===== config.mk =====
export PLATFORM = sky130hd
export DESIGN_NAME = ccs_terminal_flat
export DESIGN_NICKNAME = d
export VERILOG_FILES = /design/src/ccs_pkg.sv /design/src/ccs_link_if.sv /design/src/ccs_terminal.sv /design/src/flat_wrapper.sv
export SDC_FILE = /design/constraint.sdc
export NUM_CORES = 2
export LEC_CHECK = 0
export BUFFER_PORTS_ARGS = -buffer_cell sky130_fd_sc_hd__clkbuf_2
export CORE_AREA = 8 8 314 316
export DETAILED_ROUTE_END_ITERATION = 12
export DIE_AREA = 0 0 322 324
export HOLD_SLACK_MARGIN = 0.05
export PLACE_DENSITY = 0.74
export SYNTH_ARGS = -nofsm -noshare
export SYNTH_HDL_FRONTEND = slang
export SYNTH_SLANG_ARGS = --single-unit

===== constraint.sdc =====
create_clock -name i_ref_clk -period 3.7 [get_ports i_ref_clk]
set_input_delay 0.74 -clock i_ref_clk [delete_from_list [all_inputs] [get_ports i_ref_clk]]
set_output_delay 0.74 -clock i_ref_clk [all_outputs]
set_load 0.05 [all_outputs]

===== src/ccs_pkg.sv =====
// ccs_pkg: constants shared by both ends of the channel control/status byte link.
// assumes one clock (i_ref_clk, 200 MHz) and synchronous active-high reset on both ends.
// Behaviour
// - control bit 7 selects process data or register
// - control/status byte first, value in next two
// - word-aligned variant inserts filler byte after control
// - bit 6 chooses register read or write
// - bits 5..0 address one of 64 registers
// - write complete only after status acknowledge
// - read echoes control, returns register content
// - write acknowledge: address, bit7 set, bit6 clear
// - read ignores output value bytes
// - controller disregards input bytes after write
// - process mode bit 6 enables compensation
// - bit 4 gain, bit 3 offset calibration
// - bit 2 slow/fast cycle, bits 1/0 up/down
// - calibrate only when unlocked; commit on relock
// - status bit6 error, bit1 over, bit0 under
// - status 5:4 second limit comparison code
// - status 3:2 first limit comparison code
// - only key register writable while locked
// - unlock value lifts protection, other restores
// - written values take effect after restart
// - register 8 returns terminal type
// - register 9 returns firmware as two ASCII
`default_nettype none
package ccs_pkg;
  localparam int BIT_REG = 7;
  localparam int BIT_WR = 6;
  localparam int BIT_COMP = 6;
  localparam int BIT_GAIN = 4;
  localparam int BIT_OFFS = 3;
  localparam int BIT_FAST = 2;
  localparam int BIT_UP = 1;
  localparam int BIT_DOWN = 0;
  localparam int BIT_ERR = 6;
  localparam int BIT_OVER = 1;
  localparam int BIT_UNDER = 0;
  localparam int ADDR_W = 6;
  localparam int NREG = 64;
  localparam logic [5:0] REG_TYPE = 6'h08;
  localparam logic [5:0] REG_FW = 6'h09;
  localparam logic [5:0] REG_KEY = 6'h1F;
  localparam logic [5:0] REG_FEATURE = 6'h20;
  localparam logic [15:0] UNLOCK_CODE = 16'h1235;
  localparam logic [15:0] KEY_RESET = 16'h0000;
  // arbitrary neutral identity values
  localparam logic [15:0] TYPE_ID_DEF = 16'h0101;
  localparam logic [15:0] FW_VER_DEF = 16'h3130;
  localparam int CLK_MHZ = 200;
  localparam int SLOW_MS = 1000;
  localparam int FAST_MS = 50;
  localparam int SLOW_CYC = SLOW_MS * 1000 * CLK_MHZ;
  localparam int FAST_CYC = FAST_MS * 1000 * CLK_MHZ;
  localparam logic [1:0] LIM_OFF = 2'h0;
  localparam logic [1:0] LIM_BELOW = 2'h1;
  localparam logic [1:0] LIM_ABOVE = 2'h2;
  localparam logic [1:0] LIM_EQUAL = 2'h3;
  localparam logic [7:0] FILL_BYTE = 8'h00;
endpackage
`default_nettype wire


===== src/ccs_link_if.sv =====
// ccs_link_if: process-image bytes between controller and terminal channel.
// assumes both ends share i_ref_clk; controller drives outputs, terminal inputs.
`default_nettype none
interface ccs_link_if;
  logic [7:0] ctrl_byte;
  logic [7:0] fill_out;
  logic [15:0] out_value;
  logic [7:0] stat_byte;
  logic [7:0] fill_in;
  logic [15:0] in_value;
  modport terminal (input ctrl_byte, fill_out, out_value, output stat_byte, fill_in, in_value);
  modport controller (output ctrl_byte, fill_out, out_value, input stat_byte, fill_in, in_value);
endinterface
`default_nettype wire


===== src/ccs_terminal.sv =====
// ccs_terminal: channel end of the control/status byte protocol.
// assumes control bytes come from logic on the same clock; analog values arrive as inputs.
// the feature value is taken over on a single reset edge; a longer reset clears it first.
`default_nettype none
module ccs_terminal #(
  parameter int SLOW_CYCLES = ccs_pkg::SLOW_CYC,
  parameter int FAST_CYCLES = ccs_pkg::FAST_CYC
) (
  input wire logic i_ref_clk,
  input wire logic i_reset,
  ccs_link_if.terminal link,
  input wire logic [15:0] i_sample,
  input wire logic i_error,
  input wire logic i_overrange,
  input wire logic i_underrange,
  input wire logic [15:0] i_limit1,
  input wire logic [15:0] i_limit2,
  input wire logic i_limit1_en,
  input wire logic i_limit2_en,
  output logic o_comp_en,
  output logic o_cal_step,
  output logic o_cal_up,
  output logic o_cal_gain,
  output logic o_commit,
  output logic [15:0] o_active_cfg
);
  import ccs_pkg::*;

  typedef struct packed {
    logic [NREG-1:0][15:0] regs;
    logic [7:0] stat;
    logic [15:0] in_val;
    logic [31:0] tick;
    logic unlocked;
    logic comp_en;
    logic cal_step;
    logic cal_up;
    logic cal_gain;
    logic commit;
    logic [15:0] active_cfg;
  } ccs_term_s;

  ccs_term_s q_ff, nxt_q;

  // limit comparison shared by both limit fields; a disabled limit reports zero
  function automatic logic [1:0] ccs_cmp(input logic en, input logic [15:0] v,
                                         input logic [15:0] lim);
    if (!en)
      ccs_cmp = LIM_OFF;
    else if (v < lim)
      ccs_cmp = LIM_BELOW;
    else if (v > lim)
      ccs_cmp = LIM_ABOVE;
    else
      ccs_cmp = LIM_EQUAL;
  endfunction

  // key register always open, otherwise a locked channel could never be unlocked
  function automatic logic ccs_may_write(input logic [5:0] a, input logic unl);
    if (a == REG_KEY)
      ccs_may_write = 1'b1;
    else if (a == REG_TYPE || a == REG_FW)
      ccs_may_write = 1'b0;
    else
      ccs_may_write = unl;
  endfunction

  function automatic logic [7:0] ccs_pd_status(input logic err, input logic [1:0] lim2_code,
    input logic [1:0] lim1_code, input logic over, input logic under);
    // bit 7 stays low so a process status never looks like a register answer
    ccs_pd_status = {1'b0, err, lim2_code, lim1_code, over, under};
  endfunction

  logic [5:0] addr;
  logic calib;
  logic [31:0] period;
  logic [31:0] tick_next;

  always_comb
  begin
    nxt_q = q_ff;
    addr = link.ctrl_byte[ADDR_W-1:0];
    calib = 1'b0;
    period = link.ctrl_byte[BIT_FAST] ? FAST_CYCLES : SLOW_CYCLES;
    tick_next = q_ff.tick + 32'h1;
    nxt_q.cal_step = 1'b0;
    nxt_q.commit = 1'b0;
    if (link.ctrl_byte[BIT_REG])
    begin
      // register traffic borrows the data bytes, so compensation and stepping pause
      nxt_q.comp_en = 1'b0;
      nxt_q.tick = '0;
      if (link.ctrl_byte[BIT_WR])
      begin
        // stored only, except a key write that locks or unlocks at once; behaviour changes at restart through active_cfg
        if (ccs_may_write(addr, q_ff.unlocked))
        begin
          nxt_q.regs[addr] = link.out_value;
        end
        if (addr == REG_KEY)
        begin
          nxt_q.unlocked = (link.out_value == UNLOCK_CODE);
          // commit only on the unlocked-to-locked step; a held write repeats harmlessly
          if (q_ff.unlocked && link.out_value != UNLOCK_CODE)
          begin
            nxt_q.commit = 1'b1;
          end
        end
        // acknowledge even when protection refused the value
        nxt_q.stat = {1'b1, 1'b0, addr};
        nxt_q.in_val = q_ff.in_val;
      end
      else
      begin
        nxt_q.stat = link.ctrl_byte;
        nxt_q.in_val = q_ff.regs[addr];
      end
    end
    else
    begin
      nxt_q.comp_en = link.ctrl_byte[BIT_COMP];
      // both directions at once is ambiguous, so no step is taken then
      calib = q_ff.unlocked && (link.ctrl_byte[BIT_GAIN] || link.ctrl_byte[BIT_OFFS]) &&
              (link.ctrl_byte[BIT_UP] ^ link.ctrl_byte[BIT_DOWN]);
      if (calib)
      begin
        if (tick_next >= period)
        begin
          nxt_q.tick = '0;
          nxt_q.cal_step = 1'b1;
        end
        else
        begin
          nxt_q.tick = tick_next;
        end
      end
      else
      begin
        // dropping the request restarts the period, so no early step follows
        nxt_q.tick = '0;
      end
      nxt_q.cal_up = link.ctrl_byte[BIT_UP];
      nxt_q.cal_gain = link.ctrl_byte[BIT_GAIN];
      nxt_q.stat = ccs_pd_status(i_error, ccs_cmp(i_limit2_en, i_sample, i_limit2),
                                 ccs_cmp(i_limit1_en, i_sample, i_limit1), i_overrange,
                                 i_underrange);
      nxt_q.in_val = i_sample;
    end
  end

  always_ff @(posedge i_ref_clk)
  begin
    if (i_reset)
    begin
      q_ff <= '0;
      q_ff.regs[REG_TYPE] <= TYPE_ID_DEF;
      q_ff.regs[REG_FW] <= FW_VER_DEF;
      q_ff.regs[REG_KEY] <= KEY_RESET;
      q_ff.active_cfg <= q_ff.regs[REG_FEATURE];
    end
    else
    begin
      q_ff <= nxt_q;
    end
  end

  assign link.stat_byte = q_ff.stat;
  assign link.fill_in = FILL_BYTE;
  assign link.in_value = q_ff.in_val;
  assign o_comp_en = q_ff.comp_en;
  assign o_cal_step = q_ff.cal_step;
  assign o_cal_up = q_ff.cal_up;
  assign o_cal_gain = q_ff.cal_gain;
  assign o_commit = q_ff.commit;
  assign o_active_cfg = q_ff.active_cfg;
endmodule
`default_nettype wire


===== src/flat_wrapper.sv =====
// flat-port wrapper written by rule: the top's interface ports become plain ports
module ccs_terminal_flat import ccs_pkg::*;
#(
  parameter int SLOW_CYCLES = ccs_pkg::SLOW_CYC,
  parameter int FAST_CYCLES = ccs_pkg::FAST_CYC
)
  (i_ref_clk, i_reset, i_sample, i_error, i_overrange, i_underrange, i_limit1, i_limit2, i_limit1_en, i_limit2_en, o_comp_en, o_cal_step, o_cal_up, o_cal_gain, o_commit, o_active_cfg, link_ctrl_byte, link_fill_out, link_out_value, link_stat_byte, link_fill_in, link_in_value);
  ccs_link_if link_i ();
  input wire logic i_ref_clk;
  input wire logic i_reset;
  input wire logic [15:0] i_sample;
  input wire logic i_error;
  input wire logic i_overrange;
  input wire logic i_underrange;
  input wire logic [15:0] i_limit1;
  input wire logic [15:0] i_limit2;
  input wire logic i_limit1_en;
  input wire logic i_limit2_en;
  output logic o_comp_en;
  output logic o_cal_step;
  output logic o_cal_up;
  output logic o_cal_gain;
  output logic o_commit;
  output logic [15:0] o_active_cfg;
  input wire logic [$bits(link_i.ctrl_byte)-1:0] link_ctrl_byte;
  input wire logic [$bits(link_i.fill_out)-1:0] link_fill_out;
  input wire logic [$bits(link_i.out_value)-1:0] link_out_value;
  output wire logic [$bits(link_i.stat_byte)-1:0] link_stat_byte;
  output wire logic [$bits(link_i.fill_in)-1:0] link_fill_in;
  output wire logic [$bits(link_i.in_value)-1:0] link_in_value;
  assign link_i.ctrl_byte = link_ctrl_byte;
  assign link_i.fill_out = link_fill_out;
  assign link_i.out_value = link_out_value;
  assign link_stat_byte = link_i.stat_byte;
  assign link_fill_in = link_i.fill_in;
  assign link_in_value = link_i.in_value;
  ccs_terminal #(.SLOW_CYCLES(SLOW_CYCLES), .FAST_CYCLES(FAST_CYCLES)) u_core (.i_ref_clk(i_ref_clk), .i_reset(i_reset), .link(link_i), .i_sample(i_sample), .i_error(i_error), .i_overrange(i_overrange), .i_underrange(i_underrange), .i_limit1(i_limit1), .i_limit2(i_limit2), .i_limit1_en(i_limit1_en), .i_limit2_en(i_limit2_en), .o_comp_en(o_comp_en), .o_cal_step(o_cal_step), .o_cal_up(o_cal_up), .o_cal_gain(o_cal_gain), .o_commit(o_commit), .o_active_cfg(o_active_cfg));
endmodule

==> implementation parameters <==
Parameter                              Value

Synthesis
  Fraction of the mapped netlist area in adder cells ... 0.0129
  Simple-gate portion of the synthesized area ... 0.217
  Combinational family with the most area after synthesis ... compound AO/OA/AOI/OAI gates
  Parity-gate share of the synthesized area counting xor and xnor cells ... 0.00471
  Number of enable flip-flop cells after synthesis ... 16
  Proportion of register bits with asynchronous set or reset after synthesis ... 0
  Synth unique cells ... 75
  Post-synthesis instance area ... 46400 um^2
  Mux cell area share after synthesis ... 0.00321
  Total of flip-flops plus latches after synthesis ... 1102
  Average size of a mapped cell ... 7.70 um^2
  Post-Syn Instances ... 6034
  Syn. warnings ... 0
  Dominant synthesized flop cell ... dfxtp_1
  Share of the synthesized area in compound gates (AO/OA/AOI/OAI) ... 0.227
  Share of synthesized area occupied by flip-flops and latches ... 0.478

Clock tree
  Count of hold-fix buffers inserted at cts ... 0
  # resized after CTS ... 0
  CTS tree ... built
  Maximum buffer depth of the clock tree ... 3
  CTS H-Tree Depth ... 3
  Worst-Skew Late Latency ... 730 ps
  Number of post-CTS setup repair buffers ... 0
  Number of clock buffers inserted by TritonCTS ... 110
  Clock transition time at the flip-flop clock pins of the worst setup and hold paths ... 60 ps
  Clock sink total ... 1102
  CTS root buffer ... clkbuf_16

Timing
  Hold Fails Final Rpt ... 0
  Aggregate negative setup slack ... 0 ps
  Max-slew headroom ... 0.219
  Time the final worst path needs with I/O delays and setup ... 3460 ps
  Final Skew ... 34.6 ps
  Final setup fails ... 0
  Unrepaired setup endpoints after global routing ... false
  Tightest Pin Transition ... 1140 ps
  Final Slew Violations ... 0
  Final clock period utilization by the worst path ... 0.935
  Highest Clock Rate ... 289 MHz

Global routing
  Final global-route overflow total ... 0
  Total GRT Usage ... 0.310
  Number of antenna violations at the first check in global routing ... 3
  Pin count of the biggest net entering global routing ... 184
  Wire length of the first global-routing pass ... 254000 um
  Number of global-route vias before repair ... 42200

Detailed routing
  Initial DRC Count ... 7336
  DRC violation count after routing ... 0
  Final WL ... 170000 um
  DR pass1 iterations ... 7
  Vias/cell ... 6.17
  Number of vias in the routed layout ... 45600
  Routed wire per std cell ... 23.0 um
  Count of nets left with antenna violations after detail routing ... 0

Placed design
  Detailed placer's ending HPWL ... 104000 um
  Placed standard-cell area ... 49300 um^2
  PortBufs ... 123
  Final weighted congestion in routability-driven placement ... 0.953
  Number of instances in the placed design ... 7185

Critical path
  Top Family by Delay on Critical Path ... simple AND/OR/NAND/NOR gates
  CP max stage delay ... 520 ps
  Sum of buffers and inverters on the critical path ... 1
  Req. time, crit path ... 4270 ps
  Category of the worst setup path capture point ... flip-flop
  Slowest cell on the critical path ... a21oi_4
  CP startpoint kind ... flip-flop
  Critical Path Fanout Max ... 15
  Cell Chain, Critical Path ... nand4_4 -> nor3_2 -> and4_1 -> xor2_1 -> ha_1 -> nand3_1 -> mux2i_1 -> nor4bb_1 -> o311ai_2 -> a21oi_4 -> buf_12 -> nor3b_1
  Worst Path Arrival ... 4030 ps
  Worst Path Class, Setup ... flip-flop to flip-flop

Pwr
  Power density of the placed cells ... 466 nW/um^2
  Static power due to leakage ... 17.1 nW
  Share of total power in the clock network ... 0.463
  Total internal power ... 0.0188 W
  Power spent charging and discharging nets ... 0.00590 W
  Worst VDD drop ... 0.435 mV
  Reg power frac ... 0.483
  Fraction of power consumed by combinational cells ... 0.054
  Net Sw Frac ... 0.239

Finish
  Number of nets in the layout ... 6167
  Ratio of cells with drive above 1 in the final layout ... 0.108
  Number of filler instances in the final layout ... 8489
  Summed area of non-filler cells in the final layout ... 53000 um^2
  Post-layout instance count excluding filler cells ... 7386
  Area grow syn2layout ... 14.1%

Floorplanning
  DIE AREA ... 104000 um^2
  Horizontal die dimension ... 322 um
  Initial standard-cell utilization of the core ... 0.495
  Placement row count ... 113
  Die Y-Extent ... 324 um
  Standard cell core area ... 93900 um^2
  Number of top-level design ports ... 140

Job
  Max-cap check violation count ... 0

Status
  Outcome ... finished, final reports clean

Hold path
  Type of the tightest min-delay check ... input pin to flip-flop
-- Yosys cell counts (4+ instances only) --
library cell  count  area share
a2111oi_0         4     0.00075
a211oi_1          8      0.0013
a21o_1           10      0.0016
a21oi_1        1051        0.11
a221oi_1         37      0.0070
a22o_1           36      0.0068
a22oi_1         442       0.071
a311o_1           4     0.00086
a311oi_1          6      0.0011
a31oi_1          26      0.0035
a41o_1           10      0.0022
a41oi_1          44      0.0083
and2_1           15      0.0020
and3_1            8      0.0011
and3b_1           6      0.0011
and4_1            5     0.00094
buf_1            49      0.0040
buf_2            72      0.0078
buf_4            49      0.0079
buf_6             5      0.0012
clkbuf_1        394       0.032
dfxtp_1        1086        0.47
edfxtp_1         16       0.010
ha_1             48       0.013
inv_1            42      0.0034
mux2i_1           7      0.0015
nand2_1        2174        0.18
nand3_1          21      0.0023
nand3b_1         18      0.0029
nand4_1          63      0.0085
nor2_1          102      0.0082
nor3_1           12      0.0013
nor3_2           12      0.0026
nor3b_1          12      0.0019
nor3b_2           6      0.0016
nor4_1           13      0.0018
o211ai_1          8      0.0013
o21a_1            7      0.0011
o21ai_0          25      0.0027
or3_1             5     0.00067
or4_1             5     0.00081
xnor2_1          15      0.0028
xor2_1           10      0.0019
-- cell type report --
cell class | instances | area [um^2] | area share
flip-flops and latches | 1102 | 22200 | 0.419
clock inverters | 30 | 399 | 0.00753
well taps | 1265 | 1580 | 0.0299
repair buffers | 445 | 3660 | 0.0690
diodes | 3 | 7.51 | 0.000142
inverters | 43 | 161 | 0.00304
multi-input cells | 4330 | 21700 | 0.409
clock buffers | 168 | 3290 | 0.0621
-- sequential cells by signal (all words and copies together), names as in the netlist --
signal / flops
u_core.link.in_value: 16
u_core.o_cal_gain: 1
u_core.q_ff: 1057
u_core.o_cal_step: 1
u_core.o_comp_en: 1
u_core.o_cal_up: 1
u_core.o_active_cfg: 16
u_core.link.stat_byte: 8
u_core.o_commit: 1
-- worst reg2reg max path, cell delays in order, from the launching register on --
cell and delay [ps]:
dfxtp_1 470, nand4_4 210, nor3_2 400, and4_1 260
xor2_1 80, ha_1 320, nand3_1 90, mux2i_1 200
nor4bb_1 330, o311ai_2 150, a21oi_4 520, buf_12 240
nor3b_1 60
-- power groups by stage --
stage	combinational, W	sequential, W	clock [W]
floorplan	0.000765	0.0122	0
global placement	0.00128	0.0122	0
detailed placement	0.00129	0.0122	0
CTS	0.00129	0.0119	0.0115
global route	0.00138	0.0119	0.0119
finish	0.00134	0.0119	0.0114
-- stage by stage --
stage	utilization	setup WS [ps]	power [W]	hold WS, ps
2_1_floorplan	-	667	0.0130	431
3_3_place_gp	0.525	-74.4	0.0135	441
3_5_place_dp	0.525	-91.2	0.0135	446
4_1_cts	0.565	77.0	0.0247	237
5_1_grt	0.565	26.0	0.0252	244
6_report	0.565	240	0.0247	247
-- cells in the final DEF (no fill, tap or decap), types with 42 or more instances in the layout --
cell type  netlist  layout
nand2_1       2174    2174
dfxtp_1       1086    1086
a21oi_1       1051    1051
a22oi_1        442     442
buf_4           49     273
clkbuf_2         1     122
clkbuf_16        0     111
nor2_1         102     102
nand4_1         63      63
buf_12           0      49
ha_1            48      48
a41oi_1         44      44
inv_1           42      42
-- cell families (layout without fill, tap and decap cells) --
kind of cell | Yosys count | in the layout
buffers and inverters | 613 | 686
DFF | 1102 | 1102
and+or+nand+nor | 2497 | 2497
xor gates and xnor gates | 25 | 25
muxes | 11 | 11
other | 1 | 15
AOI/OAI and AO/OA | 1737 | 1737
adders and majority gates | 48 | 48
-- metal layers --
metal / up-vias / track usage / wire (um)
li1: 20500 / - / -
met1: 21400 / 0.405 / 64400
met2: 3059 / 0.464 / 72300
met3: 552 / 0.0838 / 23300
met4: 0 / 0.171 / 10200
met5: - / 0 / 0
-- final timing paths --
| path | start | end | slack (ps) | depth (start not counted) |
|---|---|---|---|---|
| worst max register to register | u_core.q_ff[25] | u_core.q_ff[34] | 240 | 12 |
| worst min-delay path | i_error | u_core.link.stat_byte[6] | 250 | 2 |
| worst min register to register | u_core.q_ff[124] | u_core.q_ff[124] | 450 | 2 |
| worst max-delay path | u_core.q_ff[25] | u_core.q_ff[34] | 240 | 12 |
(Power assumes the default switching activity.)
